### config.mk
export PLATFORM = sky130hd
export DESIGN_NAME = line_brownout_fault_sequencer
export DESIGN_NICKNAME = d
export VERILOG_FILES = /design/src/include/line_bo_pkg.sv /design/src/verilog/line_brownout_fault_sequencer.sv
export SDC_FILE = /design/constraint.sdc
export NUM_CORES = 1
export LEC_CHECK = 0
export BUFFER_PORTS_ARGS = -buffer_cell sky130_fd_sc_hd__buf_4
export CELL_PAD_IN_SITES_DETAIL_PLACEMENT = 2
export CELL_PAD_IN_SITES_GLOBAL_PLACEMENT = 2
export CORE_MARGIN = 2
export CORE_UTILIZATION = 39
export DETAILED_ROUTE_END_ITERATION = 16
export PLACE_DENSITY_LB_ADDON = 0.1
export SLEW_MARGIN = 20
export SYNTH_ARGS = -nofsm -noshare
export SYNTH_HDL_FRONTEND = slang
export SYNTH_SLANG_ARGS = --single-unit
### constraint.sdc
create_clock -name REF_CLK -period 2.44 [get_ports REF_CLK]
set_input_delay 0.244 -clock REF_CLK [delete_from_list [all_inputs] [get_ports REF_CLK]]
set_output_delay 0.244 -clock REF_CLK [all_outputs]
set_load 0.05 [all_outputs]
### src/include/line_bo_pkg.sv
// constants for the line brown-out fault sequencer
// assumes a single 40 MHz reference clock and asynchronous active-low reset
//
// Notes on behaviour
// RQ1: line-low compare is inactive while the sense input is above the 1 V threshold.
// RQ2: when line-low asserts, connect the 980 mV hold clamp to the sense input.
// RQ3: line-low starts a 50 ms blanking timer; no fault is taken during it.
// RQ4: blanking never ends before 25 ms; shorter line dropouts are ignored.
// RQ5: when blanking ends, a 50 ms fault-detection window timer starts.
// RQ6: line-low seen inside the window confirms brown-out and raises the fault flag.
// RQ7: line-low absent for the whole window leaves the fault flag low.
// RQ8: fault flag high disables boost driver and grounds the loop control node.
// RQ9: fault flag high removes the hold clamp from the sense input.
// RQ10: fault flag high enables the 7 uA hysteresis sink.
// RQ11: lockout, on/off open, undervoltage or thermal hold input low; start with fault high.
// RQ12: once ready, release the startup pull-down and enable the hysteresis sink.
// RQ13: sink enabled in off mode; at startup disabled until supply reaches turn-on.
// RQ14: timers count clock cycles to nominal terminal counts; reset if line-low drops. Code resets only the blanking timer; the window timer keeps counting.
// RQ15: a confirmed fault clears once line-low deasserts, restarting with soft-start.
`default_nettype none

package line_bo_pkg;
    localparam int CLK_HZ = 40_000_000;
    localparam int BLANK_MS = 50;
    localparam int BLANK_MIN_MS = 25;
    localparam int WINDOW_MS = 50;
    localparam int BLANK_CYCLES = CLK_HZ / 1000 * BLANK_MS;
    localparam int BLANK_MIN_CYCLES = CLK_HZ / 1000 * BLANK_MIN_MS;
    localparam int WINDOW_CYCLES = CLK_HZ / 1000 * WINDOW_MS;
    localparam int CNT_W = 32;

    typedef enum logic [2:0] {
        ST_OFF,
        ST_IDLE,
        ST_BLANK,
        ST_WINDOW,
        ST_FAULT
    } bo_state_t;
endpackage

`default_nettype wire

### src/verilog/line_brownout_fault_sequencer.sv
// line brown-out fault sequencer: blanking, window, fault flag and pin controls
// assumes analog status inputs are asynchronous and pass through two flip-flops
`default_nettype none

module line_brownout_fault_sequencer
    import line_bo_pkg::*;
#(
    parameter int BLANK_COUNT = BLANK_CYCLES, // RQ3 RQ4
    parameter int WINDOW_COUNT = WINDOW_CYCLES
) (
    input wire logic REF_CLK,
    input wire logic RSTN,
    input wire logic LINE_LOW_COMPARE,
    input wire logic SUPPLY_LOCKOUT,
    input wire logic ONOFF_OPEN,
    input wire logic BULK_UNDERVOLTAGE_TRIP,
    input wire logic THERMAL_SHUTDOWN,
    input wire logic SUPPLY_TURN_ON,
    output logic LINE_FAULT_FLAG,
    output logic LINE_HOLD_CLAMP_EN,
    output logic HYSTERESIS_SINK_EN,
    output logic STARTUP_PULLDOWN_EN,
    output logic BOOST_DRIVER_DISABLE,
    output logic LOOP_CONTROL_GROUND,
    output logic BLANK_ACTIVE,
    output logic WINDOW_ACTIVE
);

    ////////////////////////////////////////////////////////////////////////
    // synchronisers: first stage feeds only the second
    // reset reads as not ready with turn-on low, so the sink cannot come on early
    localparam logic [5:0] SYNC_RESET = 6'h1E;
    logic [5:0] sync1_ff;
    logic [5:0] sync2_ff;

    always_ff @(posedge REF_CLK or negedge RSTN) begin
        if (!RSTN) begin
            sync1_ff <= SYNC_RESET; // RQ13
            sync2_ff <= SYNC_RESET;
        end else begin
            sync1_ff <= {SUPPLY_TURN_ON, THERMAL_SHUTDOWN, BULK_UNDERVOLTAGE_TRIP,
                         ONOFF_OPEN, SUPPLY_LOCKOUT, LINE_LOW_COMPARE};
            sync2_ff <= sync1_ff;
        end
    end

    logic line_low;
    logic not_ready;
    logic turn_on;
    assign line_low = sync2_ff[0]; // RQ1
    assign not_ready = |sync2_ff[4:1];
    assign turn_on = sync2_ff[5];

    ////////////////////////////////////////////////////////////////////////
    // state machine
    bo_state_t state_ff;
    bo_state_t nxt_state;
    logic [CNT_W-1:0] cnt_ff;
    logic window_hit;

    assign window_hit = (state_ff == ST_WINDOW) && line_low;

    always_comb begin
        nxt_state = state_ff;
        case (state_ff)
            ST_OFF: begin
                if (!not_ready) begin
                    nxt_state = ST_FAULT; // RQ11
                end
            end
            ST_IDLE: begin
                if (line_low) begin
                    nxt_state = ST_BLANK; // RQ3
                end
            end
            ST_BLANK: begin
                if (!line_low) begin
                    nxt_state = ST_IDLE; // RQ14
                end else if (cnt_ff == CNT_W'(BLANK_COUNT - 1)) begin
                    nxt_state = ST_WINDOW; // RQ5
                end
            end
            ST_WINDOW: begin
                if (window_hit) begin
                    nxt_state = ST_FAULT; // RQ6
                end else if (cnt_ff == CNT_W'(WINDOW_COUNT - 1)) begin
                    nxt_state = ST_IDLE; // RQ7
                end
            end
            ST_FAULT: begin
                if (!line_low) begin
                    nxt_state = ST_IDLE; // RQ15
                end
            end
            default: nxt_state = ST_OFF;
        endcase
        if (not_ready) begin
            nxt_state = ST_OFF; // RQ11
        end
    end

    always_ff @(posedge REF_CLK or negedge RSTN) begin
        if (!RSTN) begin
            state_ff <= ST_OFF;
        end else begin
            state_ff <= nxt_state;
        end
    end

    // counter restarts on every state change
    always_ff @(posedge REF_CLK or negedge RSTN) begin
        if (!RSTN) begin
            cnt_ff <= '0;
        end else if (nxt_state != state_ff) begin
            cnt_ff <= '0; // RQ14
        end else if (state_ff == ST_BLANK || state_ff == ST_WINDOW) begin
            cnt_ff <= cnt_ff + CNT_W'(1); // RQ14
        end
    end

    // off mode remembers whether supply ever reached turn-on
    logic seen_on_ff;
    always_ff @(posedge REF_CLK or negedge RSTN) begin
        if (!RSTN) begin
            seen_on_ff <= 1'b0;
        end else if (turn_on) begin
            seen_on_ff <= 1'b1; // RQ13
        end
    end

    ////////////////////////////////////////////////////////////////////////
    // registered outputs
    logic in_fault;
    assign in_fault = (nxt_state == ST_FAULT) || (nxt_state == ST_OFF);

    always_ff @(posedge REF_CLK or negedge RSTN) begin
        if (!RSTN) begin
            LINE_FAULT_FLAG <= 1'b1;
            LINE_HOLD_CLAMP_EN <= 1'b0;
            HYSTERESIS_SINK_EN <= 1'b0;
            STARTUP_PULLDOWN_EN <= 1'b1;
            BOOST_DRIVER_DISABLE <= 1'b1;
            LOOP_CONTROL_GROUND <= 1'b1;
            BLANK_ACTIVE <= 1'b0;
            WINDOW_ACTIVE <= 1'b0;
        end else begin
            LINE_FAULT_FLAG <= in_fault; // RQ6 RQ7 RQ11 RQ15
            // clamp held while sequencing, dropped once fault is confirmed
            LINE_HOLD_CLAMP_EN <= (nxt_state == ST_BLANK) || (nxt_state == ST_WINDOW); // RQ2 RQ9
            HYSTERESIS_SINK_EN <= (nxt_state == ST_FAULT)
                || ((nxt_state == ST_OFF) && (seen_on_ff || turn_on)); // RQ10 RQ12 RQ13
            STARTUP_PULLDOWN_EN <= (nxt_state == ST_OFF); // RQ11 RQ12
            BOOST_DRIVER_DISABLE <= in_fault; // RQ8
            LOOP_CONTROL_GROUND <= in_fault; // RQ8
            BLANK_ACTIVE <= (nxt_state == ST_BLANK); // RQ3
            WINDOW_ACTIVE <= (nxt_state == ST_WINDOW); // RQ5
        end
    end

    ////////////////////////////////////////////////////////////////////////
    // assertions
    a_blank_no_fault: assert property (@(posedge REF_CLK) disable iff (!RSTN) // RQ3
        $rose(BLANK_ACTIVE) |-> !LINE_FAULT_FLAG [*8])
        else $error("fault raised during blanking");

    a_blank_min_len: assert property (@(posedge REF_CLK) disable iff (!RSTN) // RQ4
        $rose(WINDOW_ACTIVE) |-> $past(cnt_ff) == CNT_W'(BLANK_COUNT - 1)
            && ($past(cnt_ff) >= CNT_W'(BLANK_MIN_CYCLES - 1)
            || BLANK_COUNT < BLANK_MIN_CYCLES))
        else $error("blanking ended too early");

    a_window_fault: assert property (@(posedge REF_CLK) disable iff (!RSTN) // RQ6
        (window_hit && !not_ready) |=> LINE_FAULT_FLAG)
        else $error("line-low in window did not raise fault");

    a_window_clean: assert property (@(posedge REF_CLK) disable iff (!RSTN) // RQ7
        (state_ff == ST_WINDOW && !line_low && !not_ready) |=> !LINE_FAULT_FLAG)
        else $error("fault raised without line-low");

    a_fault_boost_off: assert property (@(posedge REF_CLK) disable iff (!RSTN) // RQ8
        LINE_FAULT_FLAG |-> BOOST_DRIVER_DISABLE && LOOP_CONTROL_GROUND)
        else $error("boost active under fault");

    a_fault_clamp_off: assert property (@(posedge REF_CLK) disable iff (!RSTN) // RQ9
        LINE_FAULT_FLAG |-> !LINE_HOLD_CLAMP_EN)
        else $error("clamp connected under fault");

    a_fault_sink_on: assert property (@(posedge REF_CLK) disable iff (!RSTN) // RQ10
        (LINE_FAULT_FLAG && !STARTUP_PULLDOWN_EN) |-> HYSTERESIS_SINK_EN)
        else $error("sink off under fault");

    a_notready_hold: assert property (@(posedge REF_CLK) disable iff (!RSTN) // RQ11
        not_ready |=> STARTUP_PULLDOWN_EN && LINE_FAULT_FLAG)
        else $error("startup hold missing");

    a_startup_sink: assert property (@(posedge REF_CLK) disable iff (!RSTN) // RQ13
        (!seen_on_ff && !turn_on) |=> !HYSTERESIS_SINK_EN)
        else $error("sink on before turn-on");

    a_fault_clear: assert property (@(posedge REF_CLK) disable iff (!RSTN) // RQ15
        (state_ff == ST_FAULT && !line_low && !not_ready) |=> !LINE_FAULT_FLAG)
        else $error("fault did not clear");

    a_clamp_on_low: assert property (@(posedge REF_CLK) disable iff (!RSTN) // RQ2
        (state_ff == ST_IDLE && line_low && !not_ready) |=> LINE_HOLD_CLAMP_EN && BLANK_ACTIVE)
        else $error("clamp not connected on line-low");

    a_ready_release: assert property (@(posedge REF_CLK) disable iff (!RSTN) // RQ12
        $fell(STARTUP_PULLDOWN_EN) |-> HYSTERESIS_SINK_EN && LINE_FAULT_FLAG)
        else $error("sink off when pull-down released");

    a_blank_restart: assert property (@(posedge REF_CLK) disable iff (!RSTN) // RQ14
        (state_ff == ST_BLANK && !line_low && !not_ready) |=> !BLANK_ACTIVE && cnt_ff == '0)
        else $error("blank timer kept running after line recovered");

    // line recovering just as blanking ends returns to idle; a window that expires without line-low closes clean
    a_window_expire: assert property (@(posedge REF_CLK) disable iff (!RSTN) // RQ7
        (state_ff == ST_WINDOW && !line_low && !not_ready
            && cnt_ff == CNT_W'(WINDOW_COUNT - 1)) |=> !WINDOW_ACTIVE && !LINE_FAULT_FLAG)
        else $error("window did not close clean");

endmodule

`default_nettype wire

==> results.py <==
metrics = {
    "timing": {
        "totalNegativeSetupSlack_ns": 0,
        "rsz0062_at_grt": "no",
        "final.setup.worst_slack_ns": 0.4502,
        "fmaxAchievable_ghz": 0.5026,
        "relSlewSlack_pct": 49.98,
        "worst_clock_skew_ns": 0.01002,
        "final_min_period_over_clock_period_pct": 81.55,
        "hold_viol": 0,
        "post-route-min-period_ns": 1.990,
        "count_of_final_setup_violators": 0,
        "number_of_max_slew_violations_in_the_final_report": 0,
        "worst_margin_pin_slew_ns": 0.7434,
    },
    "job": {
        "max_cap_viol_count": 0,
    },
    "clocking": {
        "number_of_sinks_handled_by_clock_tree_synthesis": 54,
        "cts_tree": "done",
        "cts_buffers": 5,
        "clock-root-buffer": "sky130_fd_sc_hd__clkbuf_8",
        "post_cts_resize_count": 0,
        "clkTransAtPathRegs_ns": 0.11,
        "worstSkewPairLatency_ns": 0.32,
        "cts-htree-levels": 2,
        "cts-root-to-sink-buffers": 2,
    },
    "hold_path": {
        "holdPathStages": 1,
        "min-delay-start": "SUPPLY_LOCKOUT",
        "hold-path-endpoint": "sync1_ff[1]$_DFF_PN1_",
        "hold_path_class": "in -> reg",
    },
    "synthesis": {
        "syn-instance-count": 240,
        "post_synth_edffs": 0,
        "synth.net_count": 249,
        "mapped_avg_cell_area_um2": 10.54,
        "syn-cell-area_mm2": 0.002529,
        "synth_cell_type_count": 45,
        "share_of_flip_flops_with_an_asynchronous_set_or_reset_pct": 100.0,
        "ys.flop_type": "sky130_fd_sc_hd__dfrtp_1",
        "yosys_warnings": 0,
        "synth.ff_latch_count": 54,
        "ys_seq_area_share_pct": 53.93,
    },
    "power": {
        "power_frac_clock_pct": 36.1,
        "combinationalPowerShare_pct": 3.6,
        "power.internal_mw": 1.146,
        "power.share.switching_pct": 24.82,
        "p_per_area_mw_per_mm2": 527.0,
        "p_leak_nw": 1.278,
        "max-vdd-ir-drop_mv": 0.3520,
        "fin_total_pwr_mw": 1.524,
        "p_switching_uw": 378.3,
        "seq_power_share_pct": 60.3,
    },
    "grt": {
        "grt_remaining_overflow": 0,
        "vias_in_the_first_global_route": 2001,
        "grt_antenna_before_repair": 0,
        "grt_use_total_pct": 18.64,
        "grt_first_pass_wirelength_mm": 10.30,
        "grt_max_degree": 55,
    },
    "placed_design": {
        "routabilityCongestion": 0.7315,
        "post-dp-hpwl_mm": 4.257,
        "port_buffers": 15,
        "dp.cells": 329,
        "dpl_cell_area_mm2": 0.002754,
        "place_worst_setup_slack_ns": 0.4569,
    },
    "die": {
        "design.portCount": 16,
        "die_w_um": 84.52,
        "row_count": 29,
        "placeableCoreArea_mm2": 0.006314,
        "die_area_mm2": 0.007144,
        "initial_standard_cell_utilization_of_the_core_pct": 40.05,
        "floorplan.die.height_um": 84.52,
    },
    "setup_path": {
        "criticalPathCategory": "reg -> reg",
        "r2r-start": "sync2_ff[2]$_DFF_PN1_",
        "timing.reg2reg.setup_slack_ns": 0.45,
        "worst_setup_path_end_kind": "flip-flop",
        "cp_cell_sequence": "nor4_1, o21ai_0, a21oi_1, o2bb2ai_2, buf_12, nor2_1",
        "worst-endpoint-required_ns": 2.66,
        "cp-startpoint": "sync2_ff[2]$_DFF_PN1_",
        "cp_data_arrival_time_ns": 2.21,
        "crit_family": "simple AND/OR/NAND/NOR gates",
        "critPathSlowestCell": "sky130_fd_sc_hd__nor4_1",
        "timing.critical_path.slowest_cell_delay_ns": 0.66,
        "worst-path-max-fanout": 32,
        "crit-reg2reg-capture": "cnt_ff[20]$_DFFE_PN0P_",
        "timing.reg2reg.worst_path_depth": 6,
        "number_of_buffer_and_inverter_instances_along_the_worst_setup_path": 1,
        "critPathLaunchType": "flip-flop",
    },
    "cells_and_area": {
        "final_layout_fill_cell_count": 667,
        "final_design_area_no_fill_mm2": 0.002892,
        "fin_cells": 341,
        "insertedDiodeCount": 0,
        "post_route_cells_drive_above_1_share_pct": 20.08,
        "area_delta_synth_final_pct": 14.35,
        "finalNetCount": 272,
        "top_library_cells_by_usage_in_the_layout_fill_and_taps_aside": "sky130_fd_sc_hd__dfrtp_1, sky130_fd_sc_hd__nor2_1, sky130_fd_sc_hd__xor2_1",
        "layout_commonest_cell": "sky130_fd_sc_hd__dfrtp_1",
    },
    "detailed_routing": {
        "post_drt_via_cell_ratio": 5.370,
        "drcViolationCount": 0,
        "routed_wire_per_std_cell_um": 17.68,
        "firstDrtPassIters": 2,
        "wire_length_reported_by_the_detailed_router_mm": 6.030,
        "detailedRoute.firstIterationViolations": 42,
        "antenna_left": 0,
        "vias": 1831,
    },
    "outcome": {
        "outcome": "finished clean",
    },
}
## worst max path at each step
stage,to,slack (ns),cells after the start
after floorplan,cnt_ff[31]$_DFFE_PN0P_,0.72,5
after global placement,cnt_ff[19]$_DFFE_PN0P_,0.49,6
after CTS,cnt_ff[10]$_DFFE_PN0P_,0.44,6
final,cnt_ff[20]$_DFFE_PN0P_,0.45,6
after global routing,cnt_ff[27]$_DFFE_PN0P_,0.26,6
after detailed placement,cnt_ff[25]$_DFFE_PN0P_,0.46,6
## logic make-up (layout without fill, tap and decap cells)
family / count (synthesis) / count (layout) / synth area share, %
and+or+nand+nor: 118 / 118 / 26.82
DFF: 54 / 54 / 53.93
xor gates and xnor gates: 31 / 31 / 10.74
AOI/OAI and AO/OA: 20 / 20 / 4.948
buffers and inverters: 15 / 39 / 2.672
adders and majority gates: 1 / 1 / 0.4947
muxes: 1 / 1 / 0.3959
## power groups by stage
stage               Combinational [mW]  Sequential, mW  Clock [mW]
floorplan                       0.0177           0.933           0
global placement                0.0516           0.934           0
detailed placement              0.0524           0.935           0
CTS                             0.0542           0.919       0.577
global route                    0.0624           0.920       0.605
finish                          0.0553           0.919       0.550
## repair_timing
item,4_1_cts,5_1_grt
hold endpoints to repair,44,3
hold buffers,1,3
buffers inserted,0,0
## Yosys cell counts, types with 2 or more instances
library cell	instances	area (um^2)
sky130_fd_sc_hd__inv_1	5	18.77
sky130_fd_sc_hd__buf_2	3	15.01
sky130_fd_sc_hd__or3_1	3	18.77
sky130_fd_sc_hd__nand2_1	16	60.06
sky130_fd_sc_hd__nand3_1	15	75.07
sky130_fd_sc_hd__nor4_1	6	37.54
sky130_fd_sc_hd__nor3_1	6	30.03
sky130_fd_sc_hd__nand4_1	9	56.30
sky130_fd_sc_hd__xor2_1	25	219.0
sky130_fd_sc_hd__xnor2_1	6	52.55
sky130_fd_sc_hd__buf_4	2	15.01
sky130_fd_sc_hd__nor4b_1	2	17.52
sky130_fd_sc_hd__o21ai_0	5	25.02
sky130_fd_sc_hd__nor2_1	38	142.6
sky130_fd_sc_hd__clkbuf_1	5	18.77
sky130_fd_sc_hd__dfrtp_1	44	1101
sky130_fd_sc_hd__and3_1	3	18.77
sky130_fd_sc_hd__and4_1	2	17.52
sky130_fd_sc_hd__a21oi_1	9	45.04
sky130_fd_sc_hd__dfstp_2	10	262.8
sky130_fd_sc_hd__nand4_4	2	42.54
## metrics by stage
step | util, % | hold WS (ns)
after global routing | 45.80 | -0.001166
after floorplan | - | -0.05159
after detailed placement | 43.62 | 0.3369
after CTS | 45.32 | 0.005646
final | 45.80 | 0.01380
after global placement | 43.62 | 0.3329
## cell type report
cell class | count | area (um^2) | area share [%]
flip-flops and latches | 54 | 1364 | 47.17
multi-input cells | 171 | 1097 | 37.95
repair buffers | 26 | 217.7 | 7.529
well taps | 77 | 96.34 | 3.332
clock buffers | 5 | 68.82 | 2.380
clock inverters | 3 | 28.78 | 0.9952
inverters | 5 | 18.77 | 0.6491
## sequential cells by signal (all words and copies together) (netlist names)
name                 flops
sync1_ff                 6
HYSTERESIS_SINK_EN       1
WINDOW_ACTIVE            1
sync2_ff                 6
seen_on_ff               1
LINE_HOLD_CLAMP_EN       1
state_ff                 3
STARTUP_PULLDOWN_EN      1
LOOP_CONTROL_GROUND      1
cnt_ff                  32
BLANK_ACTIVE             1
## routing by layer
metal / vias up / GRT usage (%) / part of all wire [%]
met5: - / 0 / 0
met4: 0 / 7.359 / 2.1
met3: 11 / 3.638 / 2.2
met2: 19 / 29.35 / 50
met1: 928 / 25.42 / 46
li1: 873 / - / -
Power figures use the tool's default switching activity.
